File: src/cmt_capture.sv
// Timer package (constants, types) and one capture channel module
//
// Contract
// - A 32-bit prescaler's terminal tick advances the 32-bit timer count once.
// - Prescaler and timer count run on the timer clock; all timing in its periods.
// - Each of four capture channels snapshots the count on an input change.
// - A capture raises its interrupt request only when that channel is enabled.
// - Four 32-bit match values are compared with the timer count on each prescaler tick.
// - Continuous mode: counting proceeds at a match, interrupt if enabled.
// - Stop mode: a match halts the timer count, interrupt if enabled.
// - Reset mode: a match returns the count to zero, interrupt if enabled.
// - Each match output goes low, high, toggles or holds on its match.
// - Flags, captures, outputs and counters all run on the one timer clock.
package cmt_pkg;
   localparam int CNT_W  = 32;
   localparam int NUM_CH = 4;
   localparam int NUM_FL = 2 * NUM_CH;
   localparam logic [CNT_W-1:0]  CNT_RST  = 32'h0000_0000;
   localparam logic [NUM_FL-1:0] FLAG_RST = 8'h00;
   localparam logic [NUM_CH-1:0] MOUT_RST = 4'h0;
   localparam int FL_MATCH_LSB = 0;
   localparam int FL_CAP_LSB   = NUM_CH;

   // Match output action
   typedef enum logic [1:0] {
      CMT_MACT_NONE   = 2'h0,
      CMT_MACT_LOW    = 2'h1,
      CMT_MACT_HIGH   = 2'h2,
      CMT_MACT_TOGGLE = 2'h3
   } cmt_mact_t;

   typedef struct packed {
      logic      irq_en;
      logic      stop;
      logic      reset;
      cmt_mact_t ext_act;
   } cmt_match_cfg_t;

   typedef struct packed {
      logic irq_en;
      logic rise;
      logic fall;
   } cmt_cap_cfg_t;
endpackage

`timescale 1ns/1ps

module cmt_capture (
   // Clock and reset
   input  wire logic                     sys_clk,
   input  wire logic                     rst,
   // Configuration and count
   input  wire cmt_pkg::cmt_cap_cfg_t    cfg,
   input  wire logic [cmt_pkg::CNT_W-1:0] count,
   // Pin and results
   input  wire logic                     pin,
   output logic [cmt_pkg::CNT_W-1:0]      value,
   output logic                          event_pulse
);
   logic sync1;
   logic sync2;
   logic prev;
   wire  rise_seen;
   wire  fall_seen;
   wire  take;

   // Two-stage synchroniser, then a history stage; edges compare stages two and three
   always_ff @(posedge sys_clk) begin
      if (rst) begin
         sync1 <= 1'b0;
         sync2 <= 1'b0;
         prev  <= 1'b0;
      end else begin
         sync1 <= pin;
         sync2 <= sync1;
         prev  <= sync2;
      end
   end

   // Edge selection
   assign rise_seen = sync2 & ~prev;
   assign fall_seen = ~sync2 & prev;
   assign take      = (rise_seen & cfg.rise) | (fall_seen & cfg.fall);
   assign event_pulse = take;

   // Snapshot of the running count
   always_ff @(posedge sys_clk) begin
      if (rst) begin
         value <= cmt_pkg::CNT_RST;
      end else if (take) begin
         value <= count;
      end
   end
endmodule // cmt_capture

File: src/cmt_timer.sv
// Capture and match timer top level
`timescale 1ns/1ps

module cmt_timer (
   // Clock and reset (timer clock)
   input  wire logic                           sys_clk,
   input  wire logic                           rst,
   // Control
   input  wire logic                           counter_enable,
   input  wire logic                           counter_reset,
   input  wire logic [cmt_pkg::CNT_W-1:0]      prescale_max,
   input  wire logic [cmt_pkg::CNT_W-1:0]      match_value [cmt_pkg::NUM_CH],
   input  wire cmt_pkg::cmt_match_cfg_t        match_cfg   [cmt_pkg::NUM_CH],
   input  wire cmt_pkg::cmt_cap_cfg_t          cap_cfg     [cmt_pkg::NUM_CH],
   input  wire logic [cmt_pkg::NUM_FL-1:0]     irq_clear,
   // Status
   output logic [cmt_pkg::CNT_W-1:0]           timer_count,
   output logic [cmt_pkg::CNT_W-1:0]           prescale_count,
   output logic [cmt_pkg::CNT_W-1:0]           cap_value   [cmt_pkg::NUM_CH],
   output logic [cmt_pkg::NUM_FL-1:0]          irq_flags,
   output logic                                halted,
   output logic                                irq_req,
   // Pins
   input  wire logic [cmt_pkg::NUM_CH-1:0]     capture_input,
   output logic [cmt_pkg::NUM_CH-1:0]          match_output
);
   wire                          running;
   wire                          tick;
   wire [cmt_pkg::NUM_CH-1:0]    hit;
   wire [cmt_pkg::NUM_CH-1:0]    hit_stop;
   wire [cmt_pkg::NUM_CH-1:0]    hit_reset;
   wire [cmt_pkg::NUM_CH-1:0]    cap_evt;
   wire [cmt_pkg::NUM_FL-1:0]    flag_set;
   wire [cmt_pkg::NUM_FL-1:0]    flag_en;
   wire [cmt_pkg::CNT_W-1:0]     next_prescale;
   logic [cmt_pkg::CNT_W-1:0]    next_timer;
   logic [cmt_pkg::NUM_CH-1:0]   next_mout;

   // Prescaler wraps at its programmed maximum; that wrap is the timer tick
   assign running       = counter_enable & ~halted & ~counter_reset;
   assign tick          = running & (prescale_count == prescale_max);
   assign next_prescale = tick ? cmt_pkg::CNT_RST : prescale_count + 32'h0000_0001;

   always_ff @(posedge sys_clk) begin
      if (rst || counter_reset) begin
         prescale_count <= cmt_pkg::CNT_RST;
      end else if (running) begin
         prescale_count <= next_prescale;
      end
   end

   // Matches are qualified by the tick so each value fires once per visit
   genvar g;
   generate
      for (g = 0; g < cmt_pkg::NUM_CH; g++) begin : g_ch
         assign hit[g]       = tick & (timer_count == match_value[g]);
         assign hit_stop[g]  = hit[g] & match_cfg[g].stop;
         assign hit_reset[g] = hit[g] & match_cfg[g].reset;
         assign flag_en[cmt_pkg::FL_MATCH_LSB + g] = match_cfg[g].irq_en;
         assign flag_en[cmt_pkg::FL_CAP_LSB + g]   = cap_cfg[g].irq_en;

         // Output action per channel
         always_comb begin
            next_mout[g] = match_output[g];
            if (hit[g]) begin
               unique case (match_cfg[g].ext_act)
                  cmt_pkg::CMT_MACT_NONE:   next_mout[g] = match_output[g];
                  cmt_pkg::CMT_MACT_LOW:    next_mout[g] = 1'b0;
                  cmt_pkg::CMT_MACT_HIGH:   next_mout[g] = 1'b1;
                  cmt_pkg::CMT_MACT_TOGGLE: next_mout[g] = ~match_output[g];
               endcase
            end
         end

         cmt_capture u_cap (
            .sys_clk     (sys_clk),
            .rst         (rst),
            .cfg         (cap_cfg[g]),
            .count       (timer_count),
            .pin         (capture_input[g]),
            .value       (cap_value[g]),
            .event_pulse (cap_evt[g])
         );
      end
   endgenerate

   assign flag_set = {cap_evt, hit};

   // Timer count: reset on match wins over increment; stop holds the count
   always_comb begin
      next_timer = timer_count;
      if (tick) begin
         if (|hit_reset) begin
            next_timer = cmt_pkg::CNT_RST;
         end else if (|hit_stop) begin
            next_timer = timer_count;
         end else begin
            next_timer = timer_count + 32'h0000_0001;
         end
      end
   end

   always_ff @(posedge sys_clk) begin
      if (rst || counter_reset) begin
         timer_count <= cmt_pkg::CNT_RST;
      end else begin
         timer_count <= next_timer;
      end
   end

   // Halt latch; software releases it by dropping the enable
   always_ff @(posedge sys_clk) begin
      if (rst) begin
         halted <= 1'b0;
      end else if (|hit_stop) begin
         halted <= 1'b1;
      end else if (!counter_enable) begin
         halted <= 1'b0;
      end
   end

   // Sticky flags: a new event in the clear cycle keeps the flag set
   always_ff @(posedge sys_clk) begin
      if (rst) begin
         irq_flags    <= cmt_pkg::FLAG_RST;
         match_output <= cmt_pkg::MOUT_RST;
      end else begin
         irq_flags    <= flag_set | (irq_flags & ~irq_clear);
         match_output <= next_mout;
      end
   end

   // Disabled flags still record events but do not raise the request
   assign irq_req = |(irq_flags & flag_en);
endmodule // cmt_timer

File: config.mk
export PLATFORM = sky130hd
export DESIGN_NAME = cmt_timer
export DESIGN_NICKNAME = d
export VERILOG_FILES = /design/src/cmt_capture.sv /design/src/cmt_timer.sv
export SDC_FILE = /design/constraint.sdc
export NUM_CORES = 1
export LEC_CHECK = 0
export ABC_AREA = 0
export BUFFER_PORTS_ARGS = -buffer_cell sky130_fd_sc_hd__buf_2
export CAP_MARGIN = 10
export CORE_AREA = 3 3 159 161
export DETAILED_ROUTE_END_ITERATION = 8
export DIE_AREA = 0 0 162 164
export GPL_TIMING_DRIVEN = 1
export PLACE_DENSITY = 0.75
export SYNTH_ARGS = -nofsm -noshare
export SYNTH_HDL_FRONTEND = slang
export SYNTH_SLANG_ARGS = --single-unit
export TNS_END_PERCENT = 10
File: constraint.sdc
create_clock -name sys_clk -period 2.8 [get_ports sys_clk]
set_clock_uncertainty 0.05 [all_clocks]
set_input_delay 0 -clock sys_clk [delete_from_list [all_inputs] [get_ports sys_clk]]
set_output_delay 0 -clock sys_clk [all_outputs]
set_load 0.1 [all_outputs]
After elaboration in Yosys (flattened, before gate mapping)
Cells that the tools add are included.

cells by class
  mux-type cells = 9
  reductions and logical operators = 13
  bitwise logic cells = 57
  eq/ne operators = 19
  add/sub/neg operators = 2

operator list
  cell                                                   number
  == test 32 bit                                         5
  2-to-1 mux 32 bit                                      3
  adder 32 x 1 -> 32 bit, second input constant          2
  AND 1 bit                                              31
  inverter 1 bit                                         18
  AND 8 bit                                              2
  == test 2 bit, second input constant                   8
  case mux 1 bit (3 select lines)                        4
  AND reduction 2 bit                                    5
  == test 2 x 1 -> 1 bit, second input constant          4
  logical NOT 2 bit                                      4
  inverter 8 bit                                         1
  OR 8 bit                                               1
  OR reduction 4 bit                                     2
  OR reduction 8 bit                                     1
  OR 1 bit                                               4
  2-to-1 mux 1 bit                                       2
  inequality test 2 x 1 -> 1 bit, second input constant  1
  inequality test 2 bit, second input constant           1
  logical OR 1 bit                                       1

word-level totals
  bits in registers = 217
  word-level logic and storage cells = 124
  output and inout port bits = 206
  input port bits = 208

Logic depth before layout (Yosys ltp)
Gate-level depths: netlist of the first run.

  depth after elaboration = 9
  depth in mapped cells = 11
  gate-level depth less buffers = 9

Modules after synthesis
Synthesis of the first run repeated with hierarchy kept, for this count alone.

unflattened totals
  cells, all modules = 1,298
  area, all modules = 11,715.0 um^2

modules (own cells, without submodules)
  module       times used  area an instance (um^2)  cells each  sequential area each (um^2)
  cmt_capture  4           1,546.5                  149         700.7
  cmt_timer    1           5,529.1                  702         1,541.5

Worst setup path after synthesis of the first run
Ideal clock, no wire load.

  kind = register to register
  start = reg prescale_count[21] in the netlist's numbering
  end = reg timer_count[7] in the netlist's numbering
  stages on the path, launching flop included = 9
  library setup time = 0.070 ns
  path buffers = 1
  arrival time = 3.264 ns
  period minus slack after synthesis = 3.384 ns
  data required time = 2.680 ns
  setup slack = -0.584 ns
  path through = dfxtp_1 > xor2_1 > or2_0 > or4b_4 > or3_4 > buf_6 > or2_4 > or4_1 > a21oi_1

on the way
  longest elaborated chain between the ends = 7
  elaborated cells between the ends (all ways) = 19
  those cells by class = 2 x eq/ne; 1 x mux; 13 x bitwise; 3 x reduce/logical

RTL lines
  item                                          RTL line                          text
  start, declared                               cmt_timer.sv:18                   output logic [cmt_pkg::CNT_W-1:0] prescale_count,
  start signal, assigned                        cmt_timer.sv:46                   prescale_count <= cmt_pkg::CNT_RST;
  start signal, assigned                        cmt_timer.sv:48                   prescale_count <= next_prescale;
  == test 32 bit *                              cmt_timer.sv:41                   assign tick = running & (prescale_count == prescale_max);
  AND 1 bit *                                   cmt_timer.sv:41
  AND 1 bit                                     cmt_timer.sv:56                   assign hit[g] = tick & (timer_count == match_value[g]);
  AND 1 bit, on equally long branches           cmt_timer.sv:58, cmt_timer.sv:57
  OR reduction 4 bit, on equally long branches  cmt_timer.sv:93, cmt_timer.sv:95
  inequality test 2 bit (no line)               n/a
  AND reduction 2 bit (no line)                 n/a
  end signal, assigned                          cmt_timer.sv:105                  timer_count <= cmt_pkg::CNT_RST;
  end signal, assigned                          cmt_timer.sv:107                  timer_count <= next_timer;
  end, declared                                 cmt_timer.sv:17                   output logic [cmt_pkg::CNT_W-1:0] timer_count,

Every way passes the cells marked *; elsewhere a longest branch is shown, timed or not.
A chain may end at the register's enable or synchronous reset.

Final worst setup path of the first run
  start = reg prescale_count[31] in the netlist's numbering
  end = reg timer_count[7] in the netlist's numbering

Same word-level chain as after synthesis.

==> reports/metrics.csv, run 1 <==
stage,metric,value,unit
clock_network,CTS tree,done,
timing,setup slack after layout,-0.06699,ns
power_and_ir_drop,internal power,5.315,mW
critical_path,worst-path cell chain,xnor2_1 -> nand2_1 -> or4b_4 -> or3_4 -> buf_4 -> or2_4 -> or4_4 -> a21oi_2,
finish,most frequent cells in the layout,"buf_2, nand2_1, xor2_1",
power_and_ir_drop,Design Power,6.962,mW
power_and_ir_drop,switching power,1.647,mW
global_routing,initial antenna violation count,11,
finish,Nets,2022,
timing,Fmax,348.8,MHz
critical_path,WP data required,3.18,ns
clock_network,clk slew on worst S/H paths,0.06,ns
drt,Detail Route Antenna Nets,0,
timing,min cycle time layout,2.867,ns
drt,Post-Route WL,47340,um
clock_network,cts bufs inserted,24,
power_and_ir_drop,Pwr Density,465.0,nW/um^2
timing,worst-margin pin slew,1.007,ns
timing,Max Slew Vio Count,0,
finish,area growth from synthesis to layout,43.16,%
synth,register area share after synthesis,41.54,%
synth,synth top area cells,"dfxtp_1, xor2_1, nand2_1",
synth,Mean Syn Cell Area,7.905,um^2
synth,cell taking the most area after synthesis,dfxtp_1,
critical_path,Worst EP arrival,3.24,ns
power_and_ir_drop,power share of the combinational group,8.0,%
clock_network,H-Tree Level Count,1,
critical_path,critical path depth,8,
synth,Main synth FF type,dfxtp_1,
synth,mux cell area share after synthesis,0,%
clock_network,Post-CTS Setup Repair Bufs,0,
synth,simple-gate share of the synthesized area,24.85,%
drt,DRC viols,0,
timing,period utilization,102.4,%
synth,YS warnings,0,
global_routing,Global Route Usage Sum,33.55,%
critical_path,CP Capture Type,flip-flop,
synth,syn nets,1533,
clock_network,Clock Sinks,217,
critical_path,Worst Path Buf+Inv,1,
global_routing,pin count of the biggest net entering global routing,90,
critical_path,"delay-heaviest family, CP",simple AND/OR/NAND/NOR gates,
power_and_ir_drop,Worst VDD drop,399.3,uV
synth,Mapped Area,10460,um^2
timing,hold violation count in the final report,0,
timing,Worst slew margin,32.89,%
drt,Via density,5.519,
hold_path,hold path cells,5,
timing,Final Setup Violations,8,
power_and_ir_drop,Sw Ratio,23.66,%
critical_path,Worst setup SP type,flip-flop,
run_status,outcome,finished with violations,
run,max cap viols,0,
clock_network,clock root buffer,clkbuf_16,
critical_path,Critical Path Max Stage Delay,0.55,ns
clock_network,Worst-Skew Late Latency,0.52,ns
global_routing,number of global-route vias before repair,11409,
critical_path,R2R cell count,8,
power_and_ir_drop,LEAKAGE,6.851,nW
power_and_ir_drop,sequential share of power,44.0,%
floorplan,Core Rows,57,
drt,DR WL/cell,21.89,um
floorplan,Initial Util,43.39,%
synth,Synth Area in Adders,0.2393,%
critical_path,Crit Reg-Reg Endpoint,timer_count[7],
place,Port Buffer Count,413,
synth,ys async rst share,0,%
finish,Post-Route Utilization,62.11,%
synth,share of the synthesized area in the top cell type,41.54,%
clock_network,CTS max path bufs,3,
power_and_ir_drop,Clock power frac,48.0,%
hold_path,min-delay worst type,in -> reg,
place,cell total after placement,2087,
critical_path,"setup slack, reg-to-reg",-0.07,ns
floorplan,Core Area,24110,um^2
place,HPWL after DPL,36150,um
floorplan,Die Wd,162,um
critical_path,Crit. Startpoint,prescale_count[31],
finish,proportion of layout cells with a drive suffix above 1,37.11,%
critical_path,critical path's slowest cell,or4b_4,
drt,Pre-antenna DRT Iters,7,
place,RD Place Congestion,0.9928,
synth,Post-Synth XOR/XNOR Area,15.74,%
floorplan,Die H,164,um
synth,Synth Register Bits,217,
finish,Post-Layout Cell Count,2163,
finish,"commonest non-fill, non-tap cell in the layout",buf_2,
global_routing,grt total ovfl,0,
critical_path,worst-path fanout max,7,
synth,Post-synth EDFFs,0,
synth,largest family of logic cells by synthesized area,simple AND/OR/NAND/NOR gates,
floorplan,I/O Pins,414,
critical_path,FF-to-FF Start,prescale_count[31],
critical_path,CP endpoint,timer_count[7],
drt,Vias,11937,
critical_path,CP Class,reg -> reg,
synth,Yosys cell types,49,
synth,Synth Area in Compound Gates,12.90,%
drt,drt initial violations,1103,
global_routing,first-pass GRT wire length,68390,um
floorplan,die area,26570,um^2
synth,synthesized instance count,1323,
place,Post-Place Setup Slack,-0.1539,ns
timing,RSZ-0062 raised after global routing,true,
run_status,failing checks,negative setup slack,
## worst reg2reg max path, cell delays in order, from the launching register on
cell     delay (ns)
dfxtp_4        0.34
xnor2_1        0.27
nand2_1        0.10
or4b_4         0.55
or3_4          0.42
buf_4          0.15
or2_4          0.26
or4_4          0.49
a21oi_2        0.14
## state kept, by name, summed over array words and instances (netlist names)
signal / flops
g_ch.u_cap.value: 128
prescale_count: 32
timer_count: 32
irq_flags: 8
g_ch.u_cap.prev: 4
g_ch.u_cap.sync1: 4
g_ch.u_cap.sync2: 4
match_output: 4
halted: 1
## layout make-up
class                           count  area (um^2)
Timing Repair Buffer              560         3334
Fill cell                        2119         9133
Inverter                           22        82.58
Clock buffer                       32        737.0
Sequential cell                   217         4521
Multi-Input combinational cell    987         5763
Clock inverter                      9        100.1
Tap cell                          324        405.4
Antenna cell                       12        30.03
## stage by stage
step	hold WS (ns)	setup TNS, ns	area, um^2
after floorplan	0.06613	-0.05899	10640
after global placement	0.1573	-2.629	13740
after detailed placement	0.1606	-2.262	13740
after CTS	0.05278	-0.05479	14870
after global routing	0.09447	-2.553	14970
final	0.09121	-0.2768	14970
## timing repair
item	CTS	global route
cloned	0	0
resized for setup	9	19
hold buffers	23	0
endpoints found under the setup margin	31	30
pin swaps	1	11
endpoints found under the hold margin	22	0
## layer usage
metal	GRT usage (%)	up-vias	wire [um]
li1	-	5462	-
met4	21.68	2	3264
met2	57.36	730	22800
met1	38.11	5541	17120
met5	0	-	11
met3	6.961	202	4140
## power groups by stage
stage | logic, mW | registers, mW | clock network (mW)
floorplan | 0.205 | 3.15 | 0
global placement | 0.510 | 3.13 | 0
detailed placement | 0.510 | 3.13 | 0
CTS | 0.542 | 3.07 | 3.37
global route | 0.584 | 3.07 | 3.50
finish | 0.557 | 3.07 | 3.34
## Yosys cell counts, types with 5 or more instances
| master | instances |
|---|---|
| nand2_1 | 304 |
| dfxtp_1 | 217 |
| xor2_1 | 175 |
| a21oi_1 | 170 |
| clkbuf_1 | 58 |
| nor2_1 | 53 |
| nor4_1 | 47 |
| buf_2 | 33 |
| nand3_1 | 30 |
| nand4_1 | 28 |
| inv_1 | 22 |
| o21ai_0 | 21 |
| nor3_1 | 18 |
| or3_1 | 18 |
| nor2b_1 | 13 |
| xnor2_1 | 13 |
| and3_1 | 11 |
| o21a_1 | 6 |
| and4_1 | 5 |
| buf_1 | 5 |
| nand2b_1 | 5 |
| nand3b_1 | 5 |
| o211ai_1 | 5 |
| o21ai_1 | 5 |
| o31ai_1 | 5 |
| or4_1 | 5 |
## kinds of logic after synthesis
kind of cell / Yosys count
and+or+nand+nor: 558
AOI/OAI and AO/OA: 239
DFF: 217
xor gates and xnor gates: 188
buffers and inverters: 119
adders and majority gates: 2
## worst min path at each step
| stage | from | end | slack (ns) |
|---|---|---|---|
| floorplan | match_cfg[15] | match_output[0] | 0.07 |
| global placement | match_cfg[5] | match_output[2] | 0.16 |
| detailed placement | match_cfg[10] | match_output[1] | 0.16 |
| CTS | cap_cfg[1] | g_ch[3].u_cap.value[3] | 0.05 |
| global route | cap_cfg[1] | g_ch[3].u_cap.value[4] | 0.09 |
| finish | cap_cfg[1] | g_ch[3].u_cap.value[3] | 0.09 |
(Power assumes the default switching activity.)
==> run 2, diff against run 1 <==
Settings changed: HOLD_SLACK_MARGIN set to 0.05, PLACE_DENSITY 0.75 to 0.8.
==> run 2 against run 1 <==
  * The flow still finishes with violations (negative setup slack)
  * Clock-buffer cell count rose by 3
  * Routed wire length fell by 1.1%
  * Cell area is 0.59% higher
  * Critical path depth is 2 higher
  * Final cell count grew 0.28%
  * Highest routed layer is now met4
==> reports/metrics.csv, run 2 (synthesis gave the netlist of run 1 again) <==
stage,metric,value,unit,change
place,Port Buffer Count,413,,unchanged
clock_network,cts bufs inserted,24,,unchanged
drt,Detail Route Antenna Nets,0,,unchanged
timing,hold violation count in the final report,0,,unchanged
power_and_ir_drop,Clock power frac,47.9,%,was 48.0%
timing,Fmax,352.4,MHz,was 348.8 MHz
clock_network,H-Tree Level Count,1,,unchanged
drt,Post-Route WL,46830,um,was 47340 um
critical_path,worst-path fanout max,8,,was 7
critical_path,Worst setup SP type,flip-flop,,unchanged
critical_path,Critical Path Max Stage Delay,0.46,ns,was 0.55 ns
clock_network,CTS max path bufs,3,,unchanged
finish,"commonest non-fill, non-tap cell in the layout",buf_2,,unchanged
critical_path,worst-path cell chain,buf_4 -> xor2_2 -> nor4_2 -> nand4_1 -> or3_4 -> nand4_1 -> o21ai_1 -> buf_4 -> a22o_1 -> a21o_1,,was xnor2_1 -> nand2_1 -> or4b_4 -> or3_4 -> buf_4 -> or2_4 -> or4_4 -> a21oi_2
timing,Final Setup Violations,5,,was 8
floorplan,Initial Util,43.39,%,unchanged
clock_network,clock root buffer,clkbuf_16,,unchanged
drt,DR WL/cell,21.59,um,was 21.89 um
finish,proportion of layout cells with a drive suffix above 1,37.68,%,was 37.11%
finish,largest register by flop count,g_ch.u_cap.value,,unchanged
timing,min cycle time layout,2.838,ns,was 2.867 ns
critical_path,CP Capture Type,flip-flop,,unchanged
floorplan,Core Rows,57,,unchanged
floorplan,I/O Pins,414,,unchanged
clock_network,Clock Sinks,217,,unchanged
finish,Top Registers,"g_ch.u_cap.value (128), prescale_count (32), timer_count (32)",,unchanged
timing,setup slack after layout,-0.03771,ns,was -0.06699 ns
clock_network,CTS tree,done,,unchanged
finish,Nets,2035,,was 2022
place,RD Place Congestion,1.066,,was 0.9928
drt,Via density,5.555,,was 5.519
finish,Post-Layout Cell Count,2169,,was 2163
critical_path,CP Class,reg -> reg,,unchanged
place,Post-Place Setup Slack,-0.1853,ns,was -0.1539 ns
power_and_ir_drop,Pwr Density,462.1,nW/um^2,was 465.0 nW/um^2
place,cell total after placement,2095,,was 2087
global_routing,pin count of the biggest net entering global routing,103,,was 90
drt,drt initial violations,1213,,was 1103
global_routing,grt total ovfl,0,,unchanged
global_routing,first-pass GRT wire length,68120,um,was 68390 um
power_and_ir_drop,switching power,1.674,mW,was 1.647 mW
clock_network,clk slew on worst S/H paths,0.06,ns,about the same
floorplan,Die Wd,162,um,unchanged
drt,Pre-antenna DRT Iters,8,,was 7
power_and_ir_drop,LEAKAGE,6.909,nW,was 6.851 nW
power_and_ir_drop,power share of the combinational group,8.1,%,was 8.0%
floorplan,Die H,164,um,unchanged
run,max cap viols,0,,unchanged
finish,area growth from synthesis to layout,44.01,%,was 43.16%
finish,flip-flop and latch area,4523,um^2,was 4521 um^2
place,HPWL after DPL,35290,um,was 36150 um
drt,DRC viols,0,,unchanged
timing,Worst slew margin,26.05,%,was 32.89%
timing,worst-margin pin slew,1.109,ns,was 1.007 ns
power_and_ir_drop,sequential share of power,44.0,%,about the same
drt,Vias,12049,,was 11937
floorplan,Core Area,24110,um^2,unchanged
critical_path,"delay-heaviest family, CP",simple AND/OR/NAND/NOR gates,,unchanged
power_and_ir_drop,Worst VDD drop,370.6,uV,was 399.3 uV
power_and_ir_drop,Sw Ratio,24.05,%,was 23.66%
global_routing,initial antenna violation count,2,,was 11
hold_path,min-delay worst type,in -> reg,,unchanged
critical_path,critical path's slowest cell,or3_4,,was or4b_4
critical_path,WP data required,3.16,ns,was 3.18 ns
clock_network,Worst-Skew Late Latency,0.53,ns,was 0.52 ns
timing,RSZ-0062 raised after global routing,true,,unchanged
global_routing,number of global-route vias before repair,11647,,was 11409
timing,period utilization,101.3,%,was 102.4%
floorplan,die area,26570,um^2,unchanged
critical_path,Worst EP arrival,3.20,ns,was 3.24 ns
finish,Fillers,2094,,was 2119
finish,most frequent cells in the layout,"buf_2, nand2_1, xor2_1",,unchanged
finish,footprint of the multi-input gates,5833,um^2,was 5763 um^2
run_status,outcome,finished with violations,,unchanged
power_and_ir_drop,Design Power,6.961,mW,was 6.962 mW
power_and_ir_drop,internal power,5.287,mW,was 5.315 mW
finish,Largest register FFs,128,,unchanged
global_routing,Global Route Usage Sum,33.02,%,was 33.55%
timing,Max Slew Vio Count,0,,unchanged
critical_path,Worst Path Buf+Inv,2,,was 1
run_status,failing checks,negative setup slack,,unchanged
==> run 2: routing by layer <==
metal	GRT usage [%]	up-vias	wire length, um
met4	17.64	0	2997
met5	0	-	0
met3	7.491	195	4729
met1	37.32	5610	16510
met2	58.01	773	22590
li1	-	5471	-
==> run 2: tightest hold or removal path, cell delays in order <==
cell,delay (ns)
buf_2,0.11
nand2_1,0.09
o21ai_2,0.21
nand2_1,0.13
a21oi_1,0.05
==> run 2: worst paths after layout <==
kind / slack [ns] / endpoint / from / cells after the start
worst max-delay path: -0.04 / timer_count[31] / timer_count[23] / 10
worst min-delay path: 0.07 / g_ch[0].u_cap.value[28] / cap_cfg[10] / 5
worst max register to register: -0.04 / timer_count[31] / timer_count[23] / 10
worst min register to register: 0.39 / g_ch[2].u_cap.value[25] / g_ch[2].u_cap.value[25] / 2
==> run 2: power groups by stage <==
stage | logic (mW) | registers [mW] | clock network (mW)
after CTS | 0.543 | 3.07 | 3.35
after global placement | 0.506 | 3.13 | 0
after detailed placement | 0.508 | 3.13 | 0
final | 0.565 | 3.06 | 3.33
after global routing | 0.593 | 3.06 | 3.49
after floorplan | 0.205 | 3.15 | 0
==> run 2: stage by stage <==
stage / hold WS [ns] / util (%) / cell area, um^2 / TNS (ns)
4_1_cts: 0.05063 / 61.75 / 14890 / -0.09542
5_1_grt: 0.08665 / 62.47 / 15060 / -1.105
2_1_floorplan: 0.06613 / - / 10640 / -0.05899
3_5_place_dp: 0.1656 / 56.98 / 13740 / -1.957
6_report: 0.06680 / 62.48 / 15060 / -0.1261
3_3_place_gp: 0.1587 / 56.98 / 13740 / -1.366
==> run 2: layout make-up <==
class | count | share of cell area, %
inverters | 22 | 0.5483
repair buffers | 573 | 22.35
diodes | 3 | 0.04984
flip-flops and latches | 217 | 30.03
clock buffers | 35 | 5.101
multi-input cells | 987 | 38.73
clock inverters | 8 | 0.4984
well taps | 324 | 2.691
==> run 2: what timing repair did <==
action / in CTS / in global routing
hold buffers: 27 / 0
endpoints found under the setup margin: 27 / 32
resized for setup: 8 / 30
buffers inserted: 0 / 1
pin swaps: 2 / 13
endpoints found under the hold margin: 76 / 0
